==> src/common/bldc_defs.vh <==
// constants for the sine-wave commutation block: offsets, fields, counts
// assumes the including file sits in a 200 MHz single-clock design
//
// What this block does
// RULE1 - square drive until threshold, then sine drive
// RULE2 - above threshold, hall position feeds modulated wave
// RULE3 - speed command low turns all outputs off
// RULE4 - wave amplitude scales with speed command
// RULE5 - triangle carrier is clock divided by 252
// RULE6 - lead angle 0..29 degrees in 32 steps; the code drops the input LSB: 16 steps of 1.875, 0..28.1 degrees
// RULE7 - lead angle only applied during sine drive
// RULE8 - three rotation pulses per electrical turn
// RULE9 - direction checked each turn selects drive mode
// RULE10 - reverse rotation: square drive, zero lead
// RULE11 - below threshold always square drive
// RULE12 - overcurrent off, released each carrier cycle
// RULE13 - external reset high holds outputs off
// RULE14 - all halls equal: off, retry each carrier
// RULE15 - no switch to sine drive means lock
// RULE16 - lock detect and off time equal, 1024 ticks
// RULE17 - auto restart alternates on and off
// RULE18 - latched lock cleared by supply or speed
// RULE19 - supply out of range disables outputs
// RULE20 - count time between successive hall edges
// RULE21 - 32 items per interval, step is 1/32
// RULE22 - no edge: keep stepping at same period
// RULE23 - hall edge realigns wave immediately
// RULE24 - control inputs pass a two-stage synchroniser; the code syncs only halls, direction, ext reset and lock select
// RULE25 - phase high while sample exceeds carrier
`ifndef BLDC_DEFS_VH
`define BLDC_DEFS_VH
// ----------------------------------------------------------------
// register map
// ----------------------------------------------------------------
`define REG_CTRL 8'h00
`define REG_STATUS 8'h04
`define REG_INTERVAL 8'h08
`define CTRL_RESET 32'h0000_0001
`define CTRL_DRIVE_EN 0
`define ST_SINE 0
`define ST_LOCK 1
`define ST_OVERCUR 2
`define ST_HALL_FAULT 3
`define ST_DIR_CCW 4
`define ST_SECTOR_LSB 5
// ----------------------------------------------------------------
// timing
// ----------------------------------------------------------------
`define CLK_MHZ 200
`define CARRIER_TOP 7'h7D
`define SLOW_LIMIT 335872
`define STEPS_SHIFT 5
`define LOCK_MS 500
`define LOCK_TICKS 1024
`define LOCK_OSC_CYC (`CLK_MHZ * 1000 * `LOCK_MS / `LOCK_TICKS)
`define SPEED_LOW 8'h1A
`define HALF_WAVE 9'h060
`define FULL_WAVE 9'h0C0
`endif

==> src/rtl/bldc_sine_drive.v <==
// three-phase sine / square commutation logic with protections
// assumes analogue front ends are already digitised and synchronous
// to I_REF_CLK; APB runs on the same clock
//
// The implementer's own choices: the APB slave port and the register offsets.
`timescale 1ns/1ps
`include "bldc_defs.vh"
module bldc_sine_drive #(
	parameter SLOW_LIMIT = `SLOW_LIMIT,
	parameter LOCK_OSC_CYC = `LOCK_OSC_CYC,
	parameter SPEED_LOW = `SPEED_LOW
) (
	input wire I_REF_CLK,
	input wire I_RESETN,
	input wire I_HALL_PHASE_U,
	input wire I_HALL_PHASE_V,
	input wire I_HALL_PHASE_W,
	input wire I_DIRECTION_SELECT,
	input wire I_EXT_RESET,
	input wire I_LOCK_RESTART_SELECT,
	input wire [7:0] I_SPEED_COMMAND_LEVEL,
	input wire [4:0] I_LEAD_ANGLE_INPUT,
	input wire I_CURRENT_SENSE_INPUT,
	input wire I_MOTOR_SUPPLY_OK,
	input wire I_PSEL,
	input wire I_PENABLE,
	input wire I_PWRITE,
	input wire [7:0] I_PADDR,
	input wire [31:0] I_PWDATA,
	output reg [31:0] O_PRDATA,
	output wire O_PREADY,
	output wire O_PSLVERR,
	output reg O_PHASE_U_HI,
	output reg O_PHASE_U_LO,
	output reg O_PHASE_V_HI,
	output reg O_PHASE_V_LO,
	output reg O_PHASE_W_HI,
	output reg O_PHASE_W_LO,
	output reg O_ROTATION_PULSE_OUT
);
	// ------------------------------------------------------------
	// input synchronisers
	// ------------------------------------------------------------
	reg [5:0] sync1; // first stage, read only by sync2
	reg [5:0] sync2; // settled copies
	always @(posedge I_REF_CLK or negedge I_RESETN) begin
		if (!I_RESETN) begin
			sync1 <= 6'h00;
			sync2 <= 6'h00;
		end else begin
			sync1 <= {I_LOCK_RESTART_SELECT, I_EXT_RESET,
				I_DIRECTION_SELECT, I_HALL_PHASE_U,
				I_HALL_PHASE_V, I_HALL_PHASE_W}; // [RULE24]
			sync2 <= sync1;
		end
	end
	wire [2:0] hall = sync2[2:0]; // {u,v,w}
	wire dir_ccw = sync2[3];
	wire ext_off = sync2[4];
	wire lock_auto = sync2[5];
	reg [2:0] hall_d; // previous hall state for edge finding
	wire hall_bad = (hall == 3'h0) || (hall == 3'h7);
	wire prev_bad = (hall_d == 3'h0) || (hall_d == 3'h7);
	// a step into or out of an illegal code is no 60 degree boundary;
	// this also hides the false edge after reset, when the cleared
	// synchroniser shows all zeros
	wire hall_edge = (hall != hall_d) && !hall_bad && !prev_bad;

	// map a hall pattern to a 60 degree sector
	function [2:0] sector_of;
		input [2:0] h;
		begin
			case (h)
			3'h4: sector_of = 3'h0;
			3'h6: sector_of = 3'h1;
			3'h2: sector_of = 3'h2;
			3'h3: sector_of = 3'h3;
			3'h1: sector_of = 3'h4;
			3'h5: sector_of = 3'h5;
			default: sector_of = 3'h0;
			endcase
		end
	endfunction

	// ------------------------------------------------------------
	// triangle carrier
	// ------------------------------------------------------------
	reg [6:0] carrier; // 0..125 up then 125..0 down
	reg carrier_up;
	wire carrier_start = !carrier_up && (carrier == 7'h00);
	always @(posedge I_REF_CLK or negedge I_RESETN) begin
		if (!I_RESETN) begin
			carrier <= 7'h00;
			carrier_up <= 1'b1;
		end else if (carrier_up) begin
			// each end value is held twice: 2 x 126 = 252 clocks
			if (carrier == `CARRIER_TOP)
				carrier_up <= 1'b0; // [RULE5]
			else
				carrier <= carrier + 7'h01;
		end else begin
			if (carrier == 7'h00)
				carrier_up <= 1'b1; // [RULE5]
			else
				carrier <= carrier - 7'h01;
		end
	end

	// ------------------------------------------------------------
	// interval measurement and waveform stepping
	// ------------------------------------------------------------
	reg [19:0] run_cnt; // clocks since the last hall edge
	reg [19:0] interval; // last full 60 degree interval
	reg [14:0] step_cnt; // clocks inside the current item
	reg [4:0] step; // item index within the interval
	reg [2:0] sector; // estimated sector, may run ahead of halls
	reg [2:0] edges; // edges seen in the current turn
	reg dir_now; // direction of the latest edge, 1 = ccw
	reg dir_meas; // direction checked once per turn
	wire [19:0] slow_lim = SLOW_LIMIT[19:0];
	wire fast = (interval < slow_lim) && (run_cnt < slow_lim);
	wire [14:0] step_len = (interval[19:5] == 15'h0000) ?
		15'h0001 : interval[19:5];
	wire [2:0] hsec = sector_of(hall);
	wire [2:0] psec = sector_of(hall_d);
	wire [2:0] psec_up = (psec == 3'h5) ? 3'h0 : psec + 3'h1;
	always @(posedge I_REF_CLK or negedge I_RESETN) begin
		if (!I_RESETN) begin
			hall_d <= 3'h0;
			run_cnt <= 20'h0_0000;
			interval <= 20'hF_FFFF;
			step_cnt <= 15'h0000;
			step <= 5'h00;
			sector <= 3'h0;
			edges <= 3'h0;
			dir_now <= 1'b0;
			dir_meas <= 1'b0;
			O_ROTATION_PULSE_OUT <= 1'b0;
		end else begin
			hall_d <= hall;
			// parity of the halls toggles on each of 6 edges
			O_ROTATION_PULSE_OUT <= ^hall; // [RULE8]
			if (hall_edge) begin
				interval <= run_cnt; // [RULE20]
				// the edge clock itself is the first of the interval
				run_cnt <= 20'h0_0001;
				step_cnt <= 15'h0000;
				step <= 5'h00; // [RULE23]
				sector <= hsec; // [RULE23]
				dir_now <= (hsec != psec_up);
				if (edges == 3'h5) begin
					edges <= 3'h0;
					dir_meas <= (hsec != psec_up); // [RULE9]
				end else begin
					edges <= edges + 3'h1;
				end
			end else begin
				if (run_cnt != 20'hF_FFFF)
					run_cnt <= run_cnt + 20'h0_0001;
				if (step_cnt + 15'h0001 >= step_len) begin
					// item time is 1/32 of the last interval
					step_cnt <= 15'h0000;
					step <= step + 5'h01; // [RULE21]
					if (step == 5'h1F) begin
						// no edge yet: carry on into the next
						// interval at the same pace
						if (dir_ccw)
							sector <= (sector == 3'h0) ?
								3'h5 : sector - 3'h1; // [RULE22]
						else
							sector <= (sector == 3'h5) ?
								3'h0 : sector + 3'h1; // [RULE22]
					end
				end else begin
					step_cnt <= step_cnt + 15'h0001;
				end
			end
		end
	end

	// ------------------------------------------------------------
	// mode selection
	// ------------------------------------------------------------
	// reverse rotation or slow running forces square drive
	wire dir_match = (dir_meas == dir_ccw) && (dir_now == dir_ccw);
	wire sine_mode = fast && dir_match; // [RULE1] [RULE9] [RULE11]
	// lead counted in 1.875 degree items, input LSB dropped: one item per two input steps
	wire [8:0] lead = sine_mode ?
		{5'h00, I_LEAD_ANGLE_INPUT[4:1]} : 9'h000; // [RULE6] [RULE7]
		// zero lead when reversed [RULE10]

	// reduce 0..575 into one electrical turn
	function [8:0] wrap;
		input [9:0] a;
		begin
			if (a >= {1'b0, `FULL_WAVE} + {1'b0, `FULL_WAVE})
				wrap = a[8:0] - `FULL_WAVE - `FULL_WAVE;
			else if (a >= {1'b0, `FULL_WAVE})
				wrap = a[8:0] - `FULL_WAVE;
			else
				wrap = a[8:0];
		end
	endfunction

	wire [8:0] base = {1'b0, sector, 5'h00};
	wire [8:0] fwd = {4'h0, step} + lead;
	wire [9:0] raw = dir_ccw ?
		{1'b0, base} + 10'h0E0 - {1'b0, fwd} :
		{1'b0, base} + {1'b0, fwd};
	wire [8:0] ang_u = wrap(raw); // [RULE2]
	wire [8:0] ang_v = wrap({1'b0, ang_u} + 10'h080);
	wire [8:0] ang_w = wrap({1'b0, ang_u} + 10'h040);

	// parabolic half sine, amplitude set by the speed command
	function [7:0] sample;
		input [8:0] a;
		input [7:0] spd;
		reg [8:0] x;
		reg [22:0] p;
		reg [15:0] m;
		begin
			x = (a < `HALF_WAVE) ? a : a - `HALF_WAVE;
			p = {14'h0000, x} * ({14'h0000, `HALF_WAVE - x})
				* 23'h00_0071;
			m = p[17:10] * spd; // [RULE4]
			// full command equals the reference level: 100 %
			if (a < `HALF_WAVE)
				sample = 8'h80 + {1'b0, m[15:9]};
			else
				sample = 8'h80 - {1'b0, m[15:9]};
		end
	endfunction

	// square drive: 2'b10 high side, 2'b01 low side, 2'b00 floating
	function [1:0] square;
		input [8:0] a;
		begin
			if (a >= 9'h010 && a < 9'h050)
				square = 2'b10;
			else if (a >= 9'h070 && a < 9'h0B0)
				square = 2'b01;
			else
				square = 2'b00;
		end
	endfunction

	// ------------------------------------------------------------
	// protections
	// ------------------------------------------------------------
	reg overcur; // latched trip, freed at each carrier start
	reg hall_fault; // held until a carrier start sees good halls
	always @(posedge I_REF_CLK or negedge I_RESETN) begin
		if (!I_RESETN) begin
			overcur <= 1'b0;
			hall_fault <= 1'b0;
		end else begin
			// a trip in the release cycle still wins
			if (I_CURRENT_SENSE_INPUT)
				overcur <= 1'b1; // [RULE12]
			else if (carrier_start)
				overcur <= 1'b0; // [RULE12]
			if (hall_bad)
				hall_fault <= 1'b1; // [RULE14]
			else if (carrier_start)
				hall_fault <= 1'b0; // [RULE14]
		end
	end

	// lock timer ticks at the capacitor oscillator pace
	localparam LK_RUN = 2'h0;
	localparam LK_OFF = 2'h1;
	localparam LK_LATCH = 2'h2;
	reg [1:0] lk_state;
	reg [16:0] osc_cnt; // clocks per oscillator period
	reg [10:0] tick_cnt; // oscillator periods counted
	wire speed_low = (I_SPEED_COMMAND_LEVEL <= SPEED_LOW[7:0]);
	wire osc_tick = (osc_cnt + 17'h0_0001 >= LOCK_OSC_CYC[16:0]);
	wire lock_done = osc_tick &&
		(tick_cnt == `LOCK_TICKS - 11'h001); // [RULE16]
	always @(posedge I_REF_CLK or negedge I_RESETN) begin
		if (!I_RESETN) begin
			lk_state <= LK_RUN;
			osc_cnt <= 17'h0_0000;
			tick_cnt <= 11'h000;
		end else begin
			osc_cnt <= osc_tick ? 17'h0_0000 : osc_cnt + 17'h0_0001;
			if (osc_tick)
				tick_cnt <= tick_cnt + 11'h001;
			case (lk_state)
			LK_RUN: begin
				if (sine_mode || speed_low) begin
					// reaching sine drive stops the watch
					osc_cnt <= 17'h0_0000;
					tick_cnt <= 11'h000; // [RULE17]
				end else if (lock_done) begin
					tick_cnt <= 11'h000;
					// stuck in square drive: treat as locked
					lk_state <= lock_auto ?
						LK_OFF : LK_LATCH; // [RULE15]
				end
			end
			LK_OFF: begin
				if (lock_done) begin
					tick_cnt <= 11'h000;
					lk_state <= LK_RUN; // [RULE17]
				end
			end
			LK_LATCH: begin
				// only a supply dip or a stop command frees it
				// restart the watch from zero, else a stale count
				// would lock again at once after a supply dip
				if (speed_low || !I_MOTOR_SUPPLY_OK) begin
					osc_cnt <= 17'h0_0000;
					tick_cnt <= 11'h000;
					lk_state <= LK_RUN; // [RULE18]
				end
			end
			default: lk_state <= LK_RUN;
			endcase
		end
	end
	wire locked = (lk_state != LK_RUN);

	// ------------------------------------------------------------
	// register file over APB
	// ------------------------------------------------------------
	reg [31:0] ctrl; // bit0 lets software gate the drive
	wire bus_hit = (I_PADDR == `REG_CTRL) ||
		(I_PADDR == `REG_STATUS) || (I_PADDR == `REG_INTERVAL);
	assign O_PREADY = 1'b1; // zero wait states
	assign O_PSLVERR = I_PSEL && I_PENABLE && !bus_hit;
	always @(posedge I_REF_CLK or negedge I_RESETN) begin
		if (!I_RESETN) begin
			ctrl <= `CTRL_RESET;
		end else if (I_PSEL && I_PENABLE && I_PWRITE &&
			(I_PADDR == `REG_CTRL)) begin
			ctrl <= {31'h0000_0000, I_PWDATA[`CTRL_DRIVE_EN]};
		end
	end
	reg [31:0] rd_mux; // word selected by the current address
	// read word chosen from the address, unmapped reads as zero
	always @* begin
		case (I_PADDR)
		`REG_CTRL: rd_mux = ctrl;
		`REG_STATUS: rd_mux = {24'h00_0000, sector, dir_meas,
			hall_fault, overcur, locked, sine_mode};
		`REG_INTERVAL: rd_mux = {12'h000, interval};
		default: rd_mux = 32'h0000_0000;
		endcase
	end
	// read data captured at the setup edge so it stands from a
	// flip-flop through the access phase; status is one clock old
	always @(posedge I_REF_CLK or negedge I_RESETN) begin
		if (!I_RESETN) begin
			O_PRDATA <= 32'h0000_0000;
		end else if (I_PSEL && !I_PENABLE) begin
			O_PRDATA <= rd_mux;
		end
	end

	// ------------------------------------------------------------
	// output stage
	// ------------------------------------------------------------
	// every off condition leaves both switches of each phase open
	wire drive_off = speed_low || ext_off || overcur ||
		hall_fault || locked || !I_MOTOR_SUPPLY_OK ||
		!ctrl[`CTRL_DRIVE_EN]; // [RULE3] [RULE13] [RULE19]
	wire [7:0] car2 = {carrier, 1'b0};
	wire pwm_sq = (I_SPEED_COMMAND_LEVEL > car2);
	wire pu = sample(ang_u, I_SPEED_COMMAND_LEVEL) > car2;
	wire pv = sample(ang_v, I_SPEED_COMMAND_LEVEL) > car2;
	wire pw = sample(ang_w, I_SPEED_COMMAND_LEVEL) > car2;
	wire [1:0] su = square(ang_u);
	wire [1:0] sv = square(ang_v);
	wire [1:0] sw = square(ang_w);
	always @(posedge I_REF_CLK or negedge I_RESETN) begin
		if (!I_RESETN) begin
			O_PHASE_U_HI <= 1'b0;
			O_PHASE_U_LO <= 1'b0;
			O_PHASE_V_HI <= 1'b0;
			O_PHASE_V_LO <= 1'b0;
			O_PHASE_W_HI <= 1'b0;
			O_PHASE_W_LO <= 1'b0;
		end else if (drive_off) begin
			O_PHASE_U_HI <= 1'b0; // [RULE13]
			O_PHASE_U_LO <= 1'b0;
			O_PHASE_V_HI <= 1'b0;
			O_PHASE_V_LO <= 1'b0;
			O_PHASE_W_HI <= 1'b0;
			O_PHASE_W_LO <= 1'b0;
		end else if (sine_mode) begin
			// complementary halves of each bridge leg
			O_PHASE_U_HI <= pu; // [RULE25]
			O_PHASE_U_LO <= !pu;
			O_PHASE_V_HI <= pv; // [RULE25]
			O_PHASE_V_LO <= !pv;
			O_PHASE_W_HI <= pw; // [RULE25]
			O_PHASE_W_LO <= !pw;
		end else begin
			// 120 degree blocks, high side chopped by speed
			O_PHASE_U_HI <= su[1] && pwm_sq; // [RULE1]
			O_PHASE_U_LO <= su[0];
			O_PHASE_V_HI <= sv[1] && pwm_sq;
			O_PHASE_V_LO <= sv[0];
			O_PHASE_W_HI <= sw[1] && pwm_sq;
			O_PHASE_W_LO <= sw[0];
		end
	end
endmodule // bldc_sine_drive

==> config.mk <==
export PLATFORM = sky130hd
export DESIGN_NAME = bldc_sine_drive
export DESIGN_NICKNAME = d
export VERILOG_FILES = /design/src/rtl/bldc_sine_drive.v
export VERILOG_INCLUDE_DIRS = /design/src /design/src/common
export SDC_FILE = /design/constraint.sdc
export NUM_CORES = 1
export LEC_CHECK = 0
export BUFFER_PORTS_ARGS = -buffer_cell sky130_fd_sc_hd__buf_2
export CORE_ASPECT_RATIO = 0.9
export CORE_MARGIN = 2
export CORE_UTILIZATION = 56
export CTS_BUF_LIST = sky130_fd_sc_hd__clkbuf_4
export DETAILED_ROUTE_END_ITERATION = 10
export PLACE_DENSITY_LB_ADDON = 0.15
export SLEW_MARGIN = 15
export SYNTH_ARGS = -nofsm -noshare
export SYNTH_HDL_FRONTEND = slang
export SYNTH_SLANG_ARGS = --single-unit
==> constraint.sdc <==
create_clock -name I_REF_CLK -period 46.3 [get_ports I_REF_CLK]
set_input_delay 2.315 -clock I_REF_CLK [delete_from_list [all_inputs] [get_ports I_REF_CLK]]
set_output_delay 2.315 -clock I_REF_CLK [all_outputs]
set_load 0.03 [all_outputs]
## Yosys cells after proc, flatten, opt, wreduce, memory -nomap -nowiden

Cells that the tools add are included.
Widths: inputs -> output; s select.

| storage, ports and cells | value |
|---|---|
| output and inout bits | 41 |
| word-level logic and storage cells | 269 |
| register bits | 163 |
| input port bits | 66 |

| cells by class | value |
|---|---|
| reduce and logical (&&, ||, !) cells | 61 |
| mux-type cells | 74 |
| add/subtract/negate cells | 35 |
| magnitude comparators | 30 |
| $mul | 9 |
| equal/unequal tests | 33 |

Operator list:

| cell | number |
|---|---|
| $mux 9 | 9 |
| $pmux 20 s3 | 1 |
| $lt 9x7->1 const B | 6 |
| $mul 18x7->18 const B | 3 |
| $mul 9x9->18 | 3 |
| $sub 9x8->9 const B | 6 |
| $mux 17 | 3 |
| $mul 8x8->16 | 3 |
| $mux 15 | 3 |
| $mux 11 | 4 |
| $lt 20x19->1 const B | 2 |
| $mux 20 | 2 |
| $pmux 17 s2 | 1 |
| $pmux 11 s3 | 1 |
| $gt 8x8->1 | 4 |
| $ge 10x8->1 const B | 3 |
| $ge 10x9->1 const B | 3 |
| $pmux 3 s5 | 2 |
| $eq 3x3->1 const B | 9 |
| $ge 9x5->1 const B | 3 |
| $ge 9x7->1 const B | 3 |
| $lt 9x8->1 const B | 3 |
| $sub 7x9->9 const A | 3 |
| $sub 9x7->9 const B | 3 |
| 54 further kinds | 159 |

## Logic depth before layout (Yosys ltp)

| depth | value |
|---|---|
| word-level depth | 26 |
| depth in mapped cells | 97 |
| mapped depth without buffers | 91 |

## Worst setup path after synthesis

No wires, ideal clock.

| path | value |
|---|---|
| path kind | in2reg |
| start point | in I_LEAD_ANGLE_INPUT[1] |
| end point | reg O_PHASE_W_LO |
| slack | 25377 ps |
| path buffers | 2 |
| data required time | 46176 ps |
| setup time | 124 ps |
| data arrival time | 20799 ps |
| stages | 82 |
| path through | and2_1 -> ha_1 -> clkbuf_1 -> inv_1 -> buf_1 -> ha_1 -> ha_1 -> nand2_1 -> o311a_1 -> or3_1 -> and2_1 -> ha_1 -> and4b_1 -> and3_1 -> o221ai_1 -> a32oi_1 -> a21boi_1 -> a211oi_2 -> [... 46 more ...] -> or4_1 -> o22a_1 -> and3_1 -> nor3_1 -> o21bai_1 -> nand2_1 -> a21bo_2 -> a22o_1 -> a32o_1 -> xor2_1 -> ha_1 -> nand4_1 -> o21ai_0 -> nor2_1 -> a21oi_1 -> nor2_1 -> a31oi_1 -> nor2_1 |

| between the ends | value |
|---|---|
| word-level cells in the longest chain between the ends | 23 |
| elaborated cells on any way between the ends | 40 |
| classes of those cells | add/sub (12); mul (3); order compare (10); mux (12); reduce/logical (3) |

RTL lines:

| item | line | text |
|---|---|---|
| start: declaration | bldc_sine_drive.v:22 | `input wire [4:0] I_LEAD_ANGLE_INPUT,` |
| $mux 4 * | bldc_sine_drive.v:188 | `wire [8:0] lead = sine_mode ?` |
| $add 5x4->6 * | bldc_sine_drive.v:206 | `wire [8:0] fwd = {4'h0, step} + lead;` |
| $sub 9x6->10 or $add 8x6->9 (tied branches) | bldc_sine_drive.v:208, bldc_sine_drive.v:209 |  |
| $mux 10 * | bldc_sine_drive.v:207 | `wire [9:0] raw = dir_ccw ?` |
| $sub 9x8->9 (no source line) or $ge 10x8->1 (tied branches) | - |  |
| $sub 9x8->9 (no source line) or $mux 9 (tied branches) | - |  |
| $mux 9 * | bldc_sine_drive.v:196 | `` if (a >= {1'b0, `FULL_WAVE} + {1'b0, `FULL_WAVE}) `` |
| $add 9x7->10 * | bldc_sine_drive.v:212 | `wire [8:0] ang_w = wrap({1'b0, ang_u} + 10'h040);` |
| [... 7 more ...] | - |  |
| $mul 18x7->18 | bldc_sine_drive.v:223 | `` p = {14'h0000, x} * ({14'h0000, `HALF_WAVE - x}) `` |
| $mul 8x8->16 | bldc_sine_drive.v:225 | `m = p[17:10] * spd;` |
| $sub 8x7->8 or $add 8x7->8 (tied branches) | bldc_sine_drive.v:230, bldc_sine_drive.v:228 |  |
| $mux 8 | bldc_sine_drive.v:227 | `` if (a < `HALF_WAVE) `` |
| $gt 8x8->1 | bldc_sine_drive.v:372 | `wire pw = sample(ang_w, I_SPEED_COMMAND_LEVEL) > car2;` |
| $logic_not 1->1 | bldc_sine_drive.v:398 | `O_PHASE_W_LO <= !pw;` |
| $mux 1 * | bldc_sine_drive.v:391 | `end else if (sine_mode) begin` |
| $mux 1 * | bldc_sine_drive.v:384 | `end else if (drive_off) begin` |
| end signal: assignment | bldc_sine_drive.v:398 |  |
| end signal: assignment | bldc_sine_drive.v:406 | `O_PHASE_W_LO <= sw[0];` |
| end: declaration | bldc_sine_drive.v:38 | `output reg O_PHASE_W_LO,` |

Mark *: on every way between the ends. The rest lies on a longest branch, timed or not.
A chain may end at the register's enable or synchronous reset.

## Final worst setup path

| path | value |
|---|---|
| start point | reg sync2[3] |
| end point | reg O_PHASE_V_LO |

| between the ends | value |
|---|---|
| word-level cells in the longest chain between the ends | 26 |
| elaborated cells on any way between the ends | 44 |
| classes of those cells | add/sub (12); mul (3); order compare (10); eq/ne (2); mux (12); reduce/logical (5) |

RTL lines:

| item | line | text |
|---|---|---|
| start: declaration | bldc_sine_drive.v:45 | `reg [5:0] sync2;` |
| start signal: assignment | bldc_sine_drive.v:54 | `sync2 <= sync1;` |
| $eq 1x1->1 | bldc_sine_drive.v:185 | `wire dir_match = (dir_meas == dir_ccw) && (dir_now == dir_ccw);` |
| $logic_and 1x1->1 | bldc_sine_drive.v:185 |  |
| $logic_and 1x1->1 | bldc_sine_drive.v:186 | `wire sine_mode = fast && dir_match;` |
| $mux 4 | bldc_sine_drive.v:188 |  |
| $add 5x4->6 | bldc_sine_drive.v:206 |  |
| $sub 9x6->10 or $add 8x6->9 (tied branches) | bldc_sine_drive.v:208, bldc_sine_drive.v:209 |  |
| $mux 10 | bldc_sine_drive.v:207 |  |
| $sub 9x8->9 (no source line) or $ge 10x8->1 (tied branches) | - |  |
| [... 10 more ...] | - |  |
| $mul 18x7->18 | bldc_sine_drive.v:223 |  |
| $mul 8x8->16 | bldc_sine_drive.v:225 |  |
| $sub 8x7->8 or $add 8x7->8 (tied branches) | bldc_sine_drive.v:230, bldc_sine_drive.v:228 |  |
| $mux 8 | bldc_sine_drive.v:227 |  |
| $gt 8x8->1 | bldc_sine_drive.v:371 | `wire pv = sample(ang_v, I_SPEED_COMMAND_LEVEL) > car2;` |
| $logic_not 1->1 | bldc_sine_drive.v:396 | `O_PHASE_V_LO <= !pv;` |
| $mux 1 * | bldc_sine_drive.v:391 |  |
| $mux 1 * | bldc_sine_drive.v:384 |  |
| end signal: assignment | bldc_sine_drive.v:396 |  |
| end signal: assignment | bldc_sine_drive.v:404 | `O_PHASE_V_LO <= sv[0];` |
| end: declaration | bldc_sine_drive.v:36 | `output reg O_PHASE_V_LO,` |

Marks and branches as above.

==> flow_metrics.env <==
export IMPL_outcome="complete, no violations"
export IMPL_synth_top_cells_by_area="sky130_fd_sc_hd__fa_1 (23%), sky130_fd_sc_hd__ha_1 (19%), sky130_fd_sc_hd__dfrtp_1 (12%)"
export IMPL_dieHeight_um=210
export IMPL_finalSetupViolations=0
export IMPL_critPathRequiredTime_ns=46.74
export IMPL_timing_final_hold_violations=0
export IMPL_final_worst_clock_skew_ns=0.0514
export IMPL_sequential_cell_area_um2=3810
export IMPL_core_area_um2=46600
export IMPL_multi_input_area_um2=20400
export IMPL_finalWirelength_mm=59.9
export IMPL_cts_tree="done"
export IMPL_drt_pass1_iter_count=5
export IMPL_insertion_delay_ns=0.58
export IMPL_placement_rows=75
export IMPL_grt_setup_unrepaired="false"
export IMPL_floorplan_initialDensity=0.568
export IMPL_cts_buf_count=17
export IMPL_synth_seq_area_share=0.144
export IMPL_die_area_um2=49100
export IMPL_die_w_um=233
export IMPL_timing_setup_tns_ns=0
export IMPL_wl_per_cell_um=16.3
export IMPL_maxCapViolations=0
export IMPL_io_pins=107
export IMPL_fin_nets=3813
export IMPL_dp_hpwl_mm=48.9
export IMPL_timing_critical_path_fanout_max=28
export IMPL_async_reset_ff_frac=1.00
export IMPL_number_of_synthesized_register_bits=151
export IMPL_cts_resized=0
export IMPL_synth_top_cell_area_share=0.225
export IMPL_fillers=4071
export IMPL_synth_largest_area_cell="sky130_fd_sc_hd__fa_1"
export IMPL_drc_errors=0
export IMPL_clk_transition_reported_paths_ns=0.17
export IMPL_finalMaxSlewViolations=0
export IMPL_cts_num_sinks=151
export IMPL_critical_path_buf_inv_count=10
export IMPL_crit_family="adder cells"
export IMPL_avgViaCountPerCell=5.45
export IMPL_cp_slowest_stage_delay_ns=0.80
export IMPL_worstHoldPathType="reg -> reg"
export IMPL_global_route_overflow_total=0
export IMPL_post_cts_setup_buffers=0
export IMPL_cts_htree_levels=4
export IMPL_final_period_utilization=0.512
export IMPL_crit_type="reg -> reg"
export IMPL_post_synth_inst_count=3026
export IMPL_fmax_ghz=0.0422
export IMPL_ys_types=103
export IMPL_synth_warnings=0
export IMPL_gp_routability_congestion=0.876
export IMPL_drtIter0Drc=1225
export IMPL_cts_root_buf="sky130_fd_sc_hd__clkbuf_4"
export IMPL_dominantRegCellSynth="sky130_fd_sc_hd__dfrtp_1"
export IMPL_tightest_slew_ns=1.10
export IMPL_grt_pass1_wl_mm=102
export IMPL_grt_start_max_net_pins=93
export IMPL_synth_top_cells_by_count="sky130_fd_sc_hd__inv_1 (530), sky130_fd_sc_hd__ha_1 (402), sky130_fd_sc_hd__fa_1 (298)"
export IMPL_via_count=20100
export IMPL_io_buffers=61
export IMPL_fin_crit_ns=23.71
export IMPL_cp_end_kind="flop"
export IMPL_worst_ep_arrival_time_ns=24.14
export IMPL_flow_area_growth_from_synthesis_pct=4.45
export IMPL_crit_path_start_kind="flop"
export IMPL_clockBufferDepth=2
export IMPL_grt_pass1_vias=20600
export IMPL_max_slew_margin=0.268
export IMPL_postCtsHoldBufs=0
export IMPL_netlist_area_um2=26500
export IMPL_global_route_usage_total=0.256
export IMPL_cell_at_the_slowest_stage_of_the_critical_path="sky130_fd_sc_hd__xnor2_1"
export IMPL_cpMostUsedCell="sky130_fd_sc_hd__ha_1"
export IMPL_syn_avg_cell_area_um2=8.76
export IMPL_layout_cell_share_with_drive_strength_beyond_1=0.0618
export IMPL_number_of_antenna_violations_at_the_first_check_in_global_routing=2
export IMPL_route_antenna_remaining_nets=0
export IMPL_yosys_cell_count_top_type="sky130_fd_sc_hd__inv_1"
export IMPL_synth_enable_flop_cells=0
## layout by cell type (no fill, tap or decap), types with 9 or more instances in the layout
| master | n |
|---|---|
| sky130_fd_sc_hd__o21a_1 | 23 |
| sky130_fd_sc_hd__buf_2 | 60 |
| sky130_fd_sc_hd__or2_2 | 16 |
| sky130_fd_sc_hd__o21bai_1 | 32 |
| sky130_fd_sc_hd__a31oi_1 | 17 |
| sky130_fd_sc_hd__clkbuf_4 | 17 |
| sky130_fd_sc_hd__nand2b_1 | 66 |
| sky130_fd_sc_hd__dfrtp_1 | 129 |
| sky130_fd_sc_hd__o21ai_0 | 92 |
| sky130_fd_sc_hd__xnor2_1 | 126 |
| sky130_fd_sc_hd__fa_1 | 298 |
| sky130_fd_sc_hd__or3_1 | 11 |
| sky130_fd_sc_hd__ha_1 | 402 |
| sky130_fd_sc_hd__and2_1 | 117 |
| sky130_fd_sc_hd__nor4_1 | 10 |
| sky130_fd_sc_hd__xor2_1 | 72 |
| sky130_fd_sc_hd__a21oi_1 | 102 |
| sky130_fd_sc_hd__nand4_1 | 24 |
| sky130_fd_sc_hd__buf_4 | 15 |
| sky130_fd_sc_hd__inv_1 | 530 |
| sky130_fd_sc_hd__nor3_1 | 32 |
| sky130_fd_sc_hd__nor2_1 | 218 |
| sky130_fd_sc_hd__dfstp_2 | 22 |
| sky130_fd_sc_hd__nand3_1 | 54 |
| sky130_fd_sc_hd__mux2i_1 | 15 |
| sky130_fd_sc_hd__nor2b_1 | 44 |
| sky130_fd_sc_hd__nand2_1 | 255 |
| sky130_fd_sc_hd__and3_1 | 29 |
| sky130_fd_sc_hd__a22oi_1 | 9 |
| sky130_fd_sc_hd__conb_1 | 16 |
| sky130_fd_sc_hd__a21o_1 | 39 |
## sequential cells by signal (all words and copies together), names as in the netlist, 2 cells and up
| name | cells |
|---|---|
| hall_d | 3 |
| sync1 | 6 |
| run_cnt | 20 |
| tick_cnt | 11 |
| lk_state | 2 |
| edges | 3 |
| interval | 20 |
| step_cnt | 15 |
| sync2 | 6 |
| carrier | 7 |
| O_PRDATA | 20 |
| sector | 3 |
| osc_cnt | 17 |
| step | 5 |
## final timing paths
check	from	end	slack [ns]	cells after the start
min in group asynchronous	I_RESETN	O_PRDATA[10]$_DFFE_PN0P_	1.80	1
max in group asynchronous	I_RESETN	O_PHASE_V_HI$_DFF_PN0_	43.17	2
hold reg to reg	sync1[4]$_DFF_PN0_	sync2[4]$_DFF_PN0_	0.37	0
setup reg to reg	sync2[3]$_DFF_PN0_	O_PHASE_V_LO$_DFF_PN0_	22.59	85
hold / removal	sync1[4]$_DFF_PN0_	sync2[4]$_DFF_PN0_	0.37	0
setup / recovery	sync2[3]$_DFF_PN0_	O_PHASE_V_LO$_DFF_PN0_	22.59	85
## stage by stage
step	utilization	instance area, um2	worst slack [ns]	instances	hold WS [ns]
after floorplan	-	26600	25.38	3040	0.331
after global placement	0.587	27400	22.86	3644	0.333
after detailed placement	0.587	27400	22.48	3644	0.336
after CTS	0.593	27700	22.65	3676	0.372
after global routing	0.594	27700	20.89	3682	0.375
final	0.594	27700	22.59	3682	0.368
## metal layers
metal,global-route usage,vias up,wire length [um]
met5,0,-,0
met4,0.0510,0,1010
met3,0.0179,67,2110
met2,0.436,399,28700
met1,0.360,9819,28100
li1,-,9782,-
## worst reg2reg max path, delay by kind of cell (launching register included)
| family | cells | cell delay (ns) |
|---|---|---|
| AO/OA/AOI/OAI | 23 | 5.76 |
| flip-flops | 1 | 0.67 |
| buffers and inverters | 10 | 1.53 |
| XOR/XNOR | 7 | 2.85 |
| adder cells (fa/ha/maj) | 22 | 8.56 |
| AND/OR/NAND/NOR | 23 | 4.19 |
## cell families after synthesis
family | synth area share
other | 0.000283
adder cells (fa/ha/maj) | 0.415
AND/OR/NAND/NOR | 0.171
XOR/XNOR | 0.0660
multiplexers | 0.00958
AO/OA/AOI/OAI | 0.103
buffers and inverters | 0.0908
flip-flops | 0.144
## final cells by class
cell class	count	share of cell area
clock inverters	15	0.00655
diodes	6	0.000542
clock buffers	17	0.00461
multi-input cells	2266	0.735
well taps	616	0.0278
inverters	535	0.0726
flip-flops and latches	151	0.137
repair buffers	76	0.0153
Power is left out: the tool's default activity adds up to more than one toggle a clock period on the data nets, which glitch-free logic cannot reach.
